**config.mk**
```make
export PLATFORM = sky130hd
export DESIGN_NAME = fbmc_top
export DESIGN_NICKNAME = d
export VERILOG_FILES = /design/src/design/fbmc_top.v
export VERILOG_INCLUDE_DIRS = /design/src /design/src/inc
export SDC_FILE = /design/constraint.sdc
export NUM_CORES = 1
export LEC_CHECK = 0
export BUFFER_PORTS_ARGS = -buffer_cell sky130_fd_sc_hd__buf_4
export CORE_UTILIZATION = 47
export DETAILED_ROUTE_END_ITERATION = 6
export PLACE_DENSITY = 0.72
export SLEW_MARGIN = 25
export SYNTH_ARGS = -nofsm -noshare
export SYNTH_HDL_FRONTEND = slang
export SYNTH_SLANG_ARGS = --single-unit
```
**constraint.sdc**
```tcl
create_clock -name i_clk -period 11.15 [get_ports i_clk]
set_input_delay 1.6725 -clock i_clk [delete_from_list [all_inputs] [get_ports i_clk]]
set_output_delay 1.6725 -clock i_clk [all_outputs]
set_load 0.01 [all_outputs]
```
**src/inc/fbmc_regs.vh**
```
// Purpose: constants for the full-bridge mode and fault control block
// Assumes: 25 MHz clock, Wishbone classic register slave
// Notes: register offsets are byte addresses of aligned 32-bit words
//
// What this block does
// - Alert output open-drain, low when operating normally
// - Alert released in standby or any fault
// - Switched supply off in standby or undervoltage
// - Standby when standby_n low or both directions low
// - Standby clears thermal and overcurrent shutdown
// - Motor supply undervoltage forces outputs off
// - Logic supply undervoltage forces outputs off
// - Over-temperature forces all outputs off
// - Thermal recovery needs cool and stop time elapsed
// - Grounded stop-time latches thermal shutdown
// - Four transistors monitored, two trip settings
// - Persistent overcurrent turns outputs off, alert high
// - Overcurrent recovers after stop time
// - Detection and stop times separately configurable
// - Grounded stop-time latches overcurrent shutdown
// - PWM alternates drive and short brake
// - Dead time inserted at every half-bridge switch
`ifndef FBMC_REGS_VH
`define FBMC_REGS_VH

`define FBMC_ADDR_CTRL 4'h0
`define FBMC_ADDR_TON 4'h4
`define FBMC_ADDR_TOFF 4'h8
`define FBMC_ADDR_STATUS 4'hc

`define FBMC_CTRL_LATCH_BIT 0
`define FBMC_CTRL_RESET 32'h0000_0000
`define FBMC_TON_RESET 16'h0019
`define FBMC_TOFF_RESET 16'h0100

`define FBMC_DEAD_NS 200
`define FBMC_CLK_MHZ 25
`define FBMC_DEAD_CYC ((`FBMC_DEAD_NS * `FBMC_CLK_MHZ + 999) / 1000)
`define FBMC_TICK_DIV 8'h19

`endif

```
**src/design/fbmc_top.v**
```verilog
// Purpose: mode decode, dead time and protection sequencing of a full-bridge driver
// Assumes: analog comparator results arrive as synchronous inputs
// Notes: stop and detection times count in 1 us ticks from a divider
//
// Design decisions made here: the register addresses and register access over Wishbone.
`timescale 1ns/10ps
`include "fbmc_regs.vh"

module fbmc_top (
   input wire i_clk,
   input wire i_rst,
   input wire i_standby_n,
   input wire i_direction_in_a,
   input wire i_direction_in_b,
   input wire i_pwm,
   input wire i_motor_supply_low,
   input wire i_logic_supply_low,
   input wire i_over_temp,
   input wire i_temp_recovered,
   input wire [3:0] i_oc_detect,
   input wire [7:0] i_high_side_trip_set,
   input wire [7:0] i_low_side_trip_set,
   input wire [31:0] i_wb_adr,
   input wire [31:0] i_wb_dat,
   input wire [3:0] i_wb_sel,
   input wire i_wb_we,
   input wire i_wb_cyc,
   input wire i_wb_stb,
   output reg [31:0] o_wb_dat,
   output reg o_wb_ack,
   output reg o_high_a_on,
   output reg o_low_a_on,
   output reg o_high_b_on,
   output reg o_low_b_on,
   output reg [7:0] o_high_side_trip_set,
   output reg [7:0] o_low_side_trip_set,
   output reg o_alert_o,
   output reg o_alert_oe,
   output reg o_switched_supply_out_o,
   output reg o_switched_supply_out_oe
);

   // ****************************************************************
   // Register file
   // ****************************************************************
   reg latch_mode;
   reg [15:0] ton_ticks;
   reg [15:0] toff_ticks;
   wire wb_req;
   wire [31:0] status_word;
   wire [3:0] wb_off;
   reg thermal_shutdown;
   reg overcurrent_shutdown;
   wire undervoltage_lockout;
   wire standby;

   assign wb_req = i_wb_cyc & i_wb_stb & ~o_wb_ack;
   assign wb_off = i_wb_adr[3:0];
   assign status_word = {26'h0, standby, undervoltage_lockout,
                         overcurrent_shutdown, thermal_shutdown, i_oc_detect[1:0] != 2'h0,
                         i_oc_detect[3:2] != 2'h0};

   // Zero stop time models the grounded stop-time pin
   always @(posedge i_clk or posedge i_rst) begin
      if (i_rst) begin
         latch_mode <= 1'b0;
         ton_ticks <= `FBMC_TON_RESET;
         toff_ticks <= `FBMC_TOFF_RESET;
         o_wb_ack <= 1'b0;
         o_wb_dat <= 32'h0;
      end else begin
         o_wb_ack <= wb_req;
         if (wb_req & i_wb_we) begin
            case (wb_off)
               `FBMC_ADDR_CTRL: begin
                  if (i_wb_sel[0])
                     latch_mode <= i_wb_dat[`FBMC_CTRL_LATCH_BIT];
               end
               `FBMC_ADDR_TON: begin
                  if (i_wb_sel[0])
                     ton_ticks[7:0] <= i_wb_dat[7:0];
                  if (i_wb_sel[1])
                     ton_ticks[15:8] <= i_wb_dat[15:8];
               end
               `FBMC_ADDR_TOFF: begin
                  if (i_wb_sel[0])
                     toff_ticks[7:0] <= i_wb_dat[7:0];
                  if (i_wb_sel[1])
                     toff_ticks[15:8] <= i_wb_dat[15:8];
               end
               default: begin
               end
            endcase
         end
         if (wb_req & ~i_wb_we) begin
            case (wb_off)
               `FBMC_ADDR_CTRL: o_wb_dat <= {31'h0, latch_mode};
               `FBMC_ADDR_TON: o_wb_dat <= {16'h0, ton_ticks};
               `FBMC_ADDR_TOFF: o_wb_dat <= {16'h0, toff_ticks};
               `FBMC_ADDR_STATUS: o_wb_dat <= status_word;
               default: o_wb_dat <= 32'h0;
            endcase
         end
      end
   end

   // ****************************************************************
   // Microsecond tick
   // ****************************************************************
   reg [7:0] div_cnt;
   reg tick;

   always @(posedge i_clk or posedge i_rst) begin
      if (i_rst) begin
         div_cnt <= 8'h0;
         tick <= 1'b0;
      end else if (div_cnt == `FBMC_TICK_DIV - 8'h1) begin
         div_cnt <= 8'h0;
         tick <= 1'b1;
      end else begin
         div_cnt <= div_cnt + 8'h1;
         tick <= 1'b0;
      end
   end

   // ****************************************************************
   // Protection
   // ****************************************************************
   wire oc_any;
   wire no_auto;
   reg [15:0] ton_cnt;
   reg [15:0] toff_cnt;
   wire toff_done;

   assign oc_any = |i_oc_detect;
   assign undervoltage_lockout = i_motor_supply_low | i_logic_supply_low;
   assign standby = ~i_standby_n | (~i_direction_in_a & ~i_direction_in_b);
   assign no_auto = latch_mode | (toff_ticks == 16'h0);
   assign toff_done = (toff_cnt >= toff_ticks);

   always @(posedge i_clk or posedge i_rst) begin
      if (i_rst) begin
         thermal_shutdown <= 1'b0;
         overcurrent_shutdown <= 1'b0;
         ton_cnt <= 16'h0;
         toff_cnt <= 16'h0;
      end else if (standby) begin
         thermal_shutdown <= 1'b0;
         overcurrent_shutdown <= 1'b0;
         ton_cnt <= 16'h0;
         toff_cnt <= 16'h0;
      end else begin
         if (oc_any & ~overcurrent_shutdown) begin
            if (tick)
               ton_cnt <= ton_cnt + 16'h1;
         end else begin
            ton_cnt <= 16'h0;
         end
         if (thermal_shutdown | overcurrent_shutdown) begin
            if (tick & ~toff_done)
               toff_cnt <= toff_cnt + 16'h1;
         end else begin
            toff_cnt <= 16'h0;
         end
         // Detection has priority over recovery in the same cycle
         if (i_over_temp) begin
            thermal_shutdown <= 1'b1;
         end else if (thermal_shutdown & i_temp_recovered & toff_done & ~no_auto) begin
            thermal_shutdown <= 1'b0;
         end
         if (oc_any & ~overcurrent_shutdown & (ton_cnt >= ton_ticks)) begin
            overcurrent_shutdown <= 1'b1;
         end else if (overcurrent_shutdown & toff_done & ~no_auto) begin
            overcurrent_shutdown <= 1'b0;
         end
      end
   end

   // ****************************************************************
   // Mode decode and dead time
   // ****************************************************************
   wire bridge_off;
   reg next_high_a;
   reg next_low_a;
   reg next_high_b;
   reg next_low_b;
   reg [7:0] dead_cnt;
   reg [3:0] cur_req;

   assign bridge_off = standby | undervoltage_lockout | thermal_shutdown | overcurrent_shutdown;

   // Order is high_a, low_a, high_b, low_b
   always @* begin
      next_high_a = 1'b0;
      next_low_a = 1'b0;
      next_high_b = 1'b0;
      next_low_b = 1'b0;
      if (!bridge_off) begin
         if (i_pwm | (i_direction_in_a & i_direction_in_b)) begin
            next_low_a = 1'b1;
            next_low_b = 1'b1;
         end else if (i_direction_in_a) begin
            next_high_a = 1'b1;
            next_low_b = 1'b1;
         end else begin
            next_low_a = 1'b1;
            next_high_b = 1'b1;
         end
      end
   end

   // A changing request first turns every switch off, then waits out the dead time.
   // Turn-off is immediate so a fault never waits on the timer.
   always @(posedge i_clk or posedge i_rst) begin
      if (i_rst) begin
         cur_req <= 4'h0;
         dead_cnt <= 8'h0;
         o_high_a_on <= 1'b0;
         o_low_a_on <= 1'b0;
         o_high_b_on <= 1'b0;
         o_low_b_on <= 1'b0;
      end else if ({next_high_a, next_low_a, next_high_b, next_low_b} != cur_req) begin
         cur_req <= {next_high_a, next_low_a, next_high_b, next_low_b};
         dead_cnt <= 8'h0;
         o_high_a_on <= 1'b0;
         o_low_a_on <= 1'b0;
         o_high_b_on <= 1'b0;
         o_low_b_on <= 1'b0;
      end else if (dead_cnt < `FBMC_DEAD_CYC) begin
         dead_cnt <= dead_cnt + 8'h1;
      end else begin
         {o_high_a_on, o_low_a_on, o_high_b_on, o_low_b_on} <= cur_req;
      end
   end

   // ****************************************************************
   // Status pins
   // ****************************************************************
   always @(posedge i_clk or posedge i_rst) begin
      if (i_rst) begin
         o_alert_o <= 1'b0;
         o_alert_oe <= 1'b0;
         o_switched_supply_out_o <= 1'b0;
         o_switched_supply_out_oe <= 1'b0;
         o_high_side_trip_set <= 8'h0;
         o_low_side_trip_set <= 8'h0;
      end else begin
         o_alert_o <= 1'b0;
         o_alert_oe <= ~bridge_off;
         o_switched_supply_out_o <= 1'b0;
         o_switched_supply_out_oe <= ~(standby | undervoltage_lockout);
         o_high_side_trip_set <= i_high_side_trip_set;
         o_low_side_trip_set <= i_low_side_trip_set;
      end
   end

endmodule

```
# Yosys cells after proc, flatten, opt, wreduce, memory -nomap -nowiden
# Index checks and enable logic that the tools add are counted.
[totals] romBits=0 word_cells=118 ff_bits=143 ramBits=0 n_memories=0 latch_bits=0 in_bits=101 out_inout_bits=57
[classes] bitwise_logic=32 multipliers=0 n_reduce_logical=13 div_mod_pow=0 order_cmp=3 eq_ne=8 n_addsub=4 muxes=35 shifts=0
[op_table] op="two-way mux 16 bit" n=6
[op_table] op="one-hot mux 16 bit (4 select lines)" n=1
[op_table] op="adder 16 x 1 -> 16 bit (second input constant)" n=2
[op_table] op="greater-or-equal comparator 16 bit" n=2
[op_table] op="two-way mux 1 bit" n=25
[op_table] op="two-way mux 8 bit" n=3
[op_table] op="adder 8 x 1 -> 8 bit (second input constant)" n=2
[op_table] op="zero test 16 bit" n=1
[op_table] op="AND reduction 3 bit" n=5
[op_table] op="bitwise AND 1 bit" n=14
[op_table] op="inverter 1 bit" n=10
[op_table] op="equality test 4 bit (second input constant)" n=2
[op_table] op="equality test 8 x 5 -> 1 bit (second input constant)" n=1
[op_table] op="< comparator 8 x 3 -> 1 bit (second input constant)" n=1
[op_table] op="bitwise OR 1 bit" n=8
[op_table] op="nonzero test 2 bit" n=3
[op_table] op="nonzero test 3 bit" n=2
[op_table] op="equality test 4 x 3 -> 1 bit (second input constant)" n=1
[op_table] op="zero test 4 bit" n=1
[op_table] op="inequality test 4 bit" n=1
[op_table] op="OR reduction 4 bit" n=1
[op_table] op="inequality test 3 x 2 -> 1 bit (second input constant)" n=1
[op_table] op="inequality test 3 bit (second input constant)" n=1
[op_table] op="inequality test 2 bit (second input constant)" n=1

# Logic depth before layout (Yosys ltp)
[logic_depth] word_depth=9 ltp_mapped=10 ltp_nobuf=8

# Worst setup path after synthesis
# No wires, ideal clock.
[synth_path] path_kind="input -> register" start="input port i_wb_adr[2]" end="register toff_ticks[0]" setup_time_ps=125 n_path_buf=0 t_required_ps=11025 arrival_time_ps=2967 stages=3 path_slack_ps=8058 cell_sequence="nor4b_1 -> nand4_1 -> mux2_2"
[synth_via] elab_chain_cells=2
[synth_rtl] element="from (decl)" line_no="fbmc_top.v:23" rtl="input wire [31:0] i_wb_adr,"
[synth_rtl] element="equality test 4 bit" line_no="fbmc_top.v:74" rtl="case (wb_off)"
[synth_rtl] element="AND reduction 3 bit (no source line)"
[synth_rtl] element="to (signal assigned)" line_no="fbmc_top.v:68" rtl="toff_ticks <= `FBMC_TOFF_RESET;"
[synth_rtl] element="to (signal assigned)" line_no="fbmc_top.v:87" rtl="toff_ticks[7:0] <= i_wb_dat[7:0];"
[synth_rtl] element="to (decl)" line_no="fbmc_top.v:48" rtl="reg [15:0] toff_ticks;"
# No other way between the ends.
# A chain may end at the register's enable or synchronous reset.

# Final worst setup path
[layout_path] start="input port i_wb_adr[2]" end="register ton_ticks[8]"
[layout_via] elab_chain_cells=2
[layout_rtl] element="equality test 4 x 3 -> 1 bit" line_no="fbmc_top.v:74"
[layout_rtl] element="AND reduction 3 bit (no source line)"
[layout_rtl] element="to (signal assigned)" line_no="fbmc_top.v:67" rtl="ton_ticks <= `FBMC_TON_RESET;"
[layout_rtl] element="to (signal assigned)" line_no="fbmc_top.v:83" rtl="ton_ticks[15:8] <= i_wb_dat[15:8];"
[layout_rtl] element="to (decl)" line_no="fbmc_top.v:47" rtl="reg [15:0] ton_ticks;"
# No other way between the ends.

==> run metrics <==
status=finished clean; Overflow after GRT=0; cell class contributing the biggest share of worst-path delay=simple AND/OR/NAND/NOR gates; Seq/Total Area, Yosys=0.5017; leading cell type in the layout, fill and taps excluded=dfrtp_1; final cycle utilization of the critical path=0.3006; Comb pwr share=0.142; number of synthesized flops with an enable pin=0; Pre-antenna DRT Iters=4; post-cts resize count=0; Peak Freq=298.4 MHz; Critical path buffers and inverters=1; Worst Max-Slew Pin Slew=~0.94 ns; P per Cell Area=about 160 nW/um^2; hpwl dp=~10,000 um; worst reg-to-reg path cell count=8; worst endpoint required time=11.45 ns; I/O Buffers=93; crit-path max FO=14; Synth Warn #=0; Sink Count=about 130; Layout Cells excl Fill=896; DP Worst Slack=approximately 7.4 ns; Setup Viol. Count Final=0; GP Congestion=~0.80; RSZ-0062 raised after global routing=no; hold_buf cts=0; min cycle time layout=between 3 and 4 ns; switch share=0.2599; max cap viols=0; 1st-iter DRT viols=between 300 and 400; Crit Path Category=input pin to flop; arrival time worst endpoint=about 3.7 ns; postcts setup bufs=0; IO Pins=158; Clock Power Share=0.432; Worst Hold Depth=1; Crit path largest cell delay=between 0.5 and 0.6 ns; worst skew pair latency=~0.42 ns; clk_skew=roughly 0.0068 ns; Reg clk slew, reported paths=around 0.05 ns; WL final=approximately 14,000 um; Syn Std Cell Area=between 6000 and 7000 sq um; slowest library cell on the worst path=nand4_1; Avg WL per Cell=15.97 um; Pint=about 0.90 mW; clk root buf=clkbuf_16; Area Growth Syn to Fin=22.11%; full die area=13,970 sq um; dominant synthesized flop cell=dfrtp_1; Initial Util=0.4810; vias in the first global route=between 4,000 and 5,000; Post-synth ARST share=1.000; Slew headroom=0.3730; Syn Area/Cell=around 10 sq um; row cnt=42; dpl cells=roughly 860; critical path depth in cells=5; #FFs+latches synth=between 100 and 150; CP startpoint kind=input pin; Num CTS Buffers=17; Peak VDD IR=0.00009792 V; Pleak=approximately 3.7 nW; most frequent cells in the layout=dfrtp_1 (123), buf_4 (95), nor2_1 (77); Critical Path Sink Type=flop; nets@finish=846; vias=a little under 5,000; layout cells sized above 1=0.2528; Clock Path Buffers=2; first-pass GRT wire length=23,780 um; GRT Util Overall=0.2198; H-tree depth=4; part of the power in registers=0.426; setup_tns=0 ns; crit-path cells=buf_4, nor2b_1, and2_1, nand4_1, mux2_2; pin count of the biggest net entering global routing=approximately 80; antenna cells=0; initial antenna violation count=0; die height=118.2 um; DR DRC count=0; Final WS setup=7.799 ns; die width=~120 um; vias per inst=about 5.4; max-slew violation count=0; worst hold path class=flop to flop; Switch Pwr=around 0.32 mW; final hold viol count=0; cell count after synthesis=608; core area=approximately 13,000 sq um; post-synth cell types=55; number of routed nets with antenna violations=0; CTS tree=built
-- worst paths after layout --
path / startpoint / endpoint / slack (ns)
max: i_wb_adr[2] / ton_ticks[8]$_DFFE_PP0P_ / 7.80
min: div_cnt[7]$_DFF_PP0_ / div_cnt[7]$_DFF_PP0_ / 0.48
max reg2reg: toff_ticks[13]$_DFFE_PP0P_ / toff_cnt[10]$_DFFE_PP0P_ / 8.38
min reg2reg: div_cnt[7]$_DFF_PP0_ / div_cnt[7]$_DFF_PP0_ / 0.48
max in group asynchronous: i_rst / o_wb_dat[10]$_DFFE_PP0P_ / 8.74
min in group asynchronous: i_rst / o_high_side_trip_set[4]$_DFF_PP0_ / 1.31
-- registers in the layout (all words and copies together), names as in the netlist --
name and count:
overcurrent_shutdown 1, tick 1, o_switched_supply_out_oe 1, div_cnt 8, thermal_shutdown 1, ton_cnt 16
ton_ticks 16, o_low_a_on 1, cur_req 4, o_wb_dat 16, toff_cnt 16, o_high_a_on 1
o_high_b_on 1, o_low_b_on 1, o_wb_ack 1, toff_ticks 16, o_high_side_trip_set 8, dead_cnt 8
o_low_side_trip_set 8, latch_mode 1, o_alert_oe 1
-- through the flow --
stage | utilization | hold WS (ns) | area (sq um) | power, mW
after floorplan | - | 0.4430 | 6409 | 0.6338
final | 0.5874 | 0.4783 | 7747 | 1.218
after global placement | 0.5434 | 0.4603 | 7168 | 0.6924
after CTS | 0.5868 | 0.4830 | 7740 | 1.230
after detailed placement | 0.5434 | 0.4698 | 7168 | 0.6999
after global routing | 0.5874 | 0.4915 | 7747 | 1.270
-- synth_stat cells, types with 2 or more instances --
cell type,instances,share of area
a2111oi_4,2,0.0087
a21o_1,5,0.0059
a21oi_1,34,0.027
a22oi_1,13,0.015
a31o_2,6,0.0083
a32oi_1,2,0.0028
a41oi_1,2,0.0028
and2_1,4,0.0039
and3_1,7,0.0069
buf_2,2,0.0016
buf_4,18,0.021
clkbuf_1,11,0.0065
dfrtp_1,123,0.49
dfstp_2,4,0.017
ha_1,38,0.075
inv_1,50,0.030
mux2_2,33,0.059
mux2i_1,7,0.011
nand2_1,32,0.019
nand2b_1,2,0.0020
nand3_1,21,0.017
nand4_1,16,0.016
nor2_1,77,0.046
nor2b_1,3,0.0030
nor3_1,5,0.0039
nor3_2,2,0.0032
nor3b_1,2,0.0024
nor4_1,9,0.0089
nor4b_1,2,0.0028
o211ai_1,3,0.0035
o21a_1,4,0.0047
o21ai_0,11,0.0087
o21ai_1,2,0.0016
o22ai_1,5,0.0049
o31ai_1,2,0.0024
or3_1,3,0.0030
or4_1,4,0.0047
xnor2_1,13,0.018
xor2_1,13,0.018
-- final cells by class --
class / count / area, sq um
multi-input combinational: 415 / 2858
sequential: 127 / 3183
tap: 176 / 220.2
inverter: 50 / 190.2
clock buffer: 23 / 488.0
timing repair buffer: 96 / 724.4
clock inverter: 9 / 83.83
fill: 1108 / 5443
-- power by group through the flow --
| stage | Clock [mW] | Sequential, mW | Combinational (mW) |
|---|---|---|---|
| floorplan | 0 | 0.525 | 0.109 |
| global placement | 0 | 0.524 | 0.168 |
| detailed placement | 0 | 0.526 | 0.174 |
| CTS | 0.537 | 0.518 | 0.175 |
| global route | 0.556 | 0.523 | 0.191 |
| finish | 0.526 | 0.519 | 0.173 |
-- metal layers --
| metal | wire [um] | part of all wire | vias to the layer above | GRT usage |
|---|---|---|---|---|
| met5 | 0 | 0 | - | 0 |
| met4 | 381 | 0.027 | 0 | 0.1034 |
| met3 | 837 | 0.058 | 34 | 0.06564 |
| met2 | 7152 | 0.50 | 138 | 0.3724 |
| met1 | 5941 | 0.42 | 2377 | 0.2546 |
| li1 | - | - | 2296 | - |
-- cell families (layout without fill, tap and decap cells) --
group	after synthesis	count (layout)	share of synthesized area
simple gates	195	195	0.1514
compound gates	98	98	0.1055
xor+xnor	26	26	0.03589
fa+ha+maj	38	38	0.07494
other cells	1	18	0.0005910
mux	40	40	0.06961
flops	127	127	0.5017
buf+inv	83	178	0.06034
-- worst reg2reg max path: cells and delay by family (launching register included) --
family	cells	cell delay (ns)
compound gates	3	0.42
simple gates	3	1.47
buf+inv	1	0.06
flops	1	0.42
fa+ha+maj	1	0.32
Power figures use the tool's default switching activity.
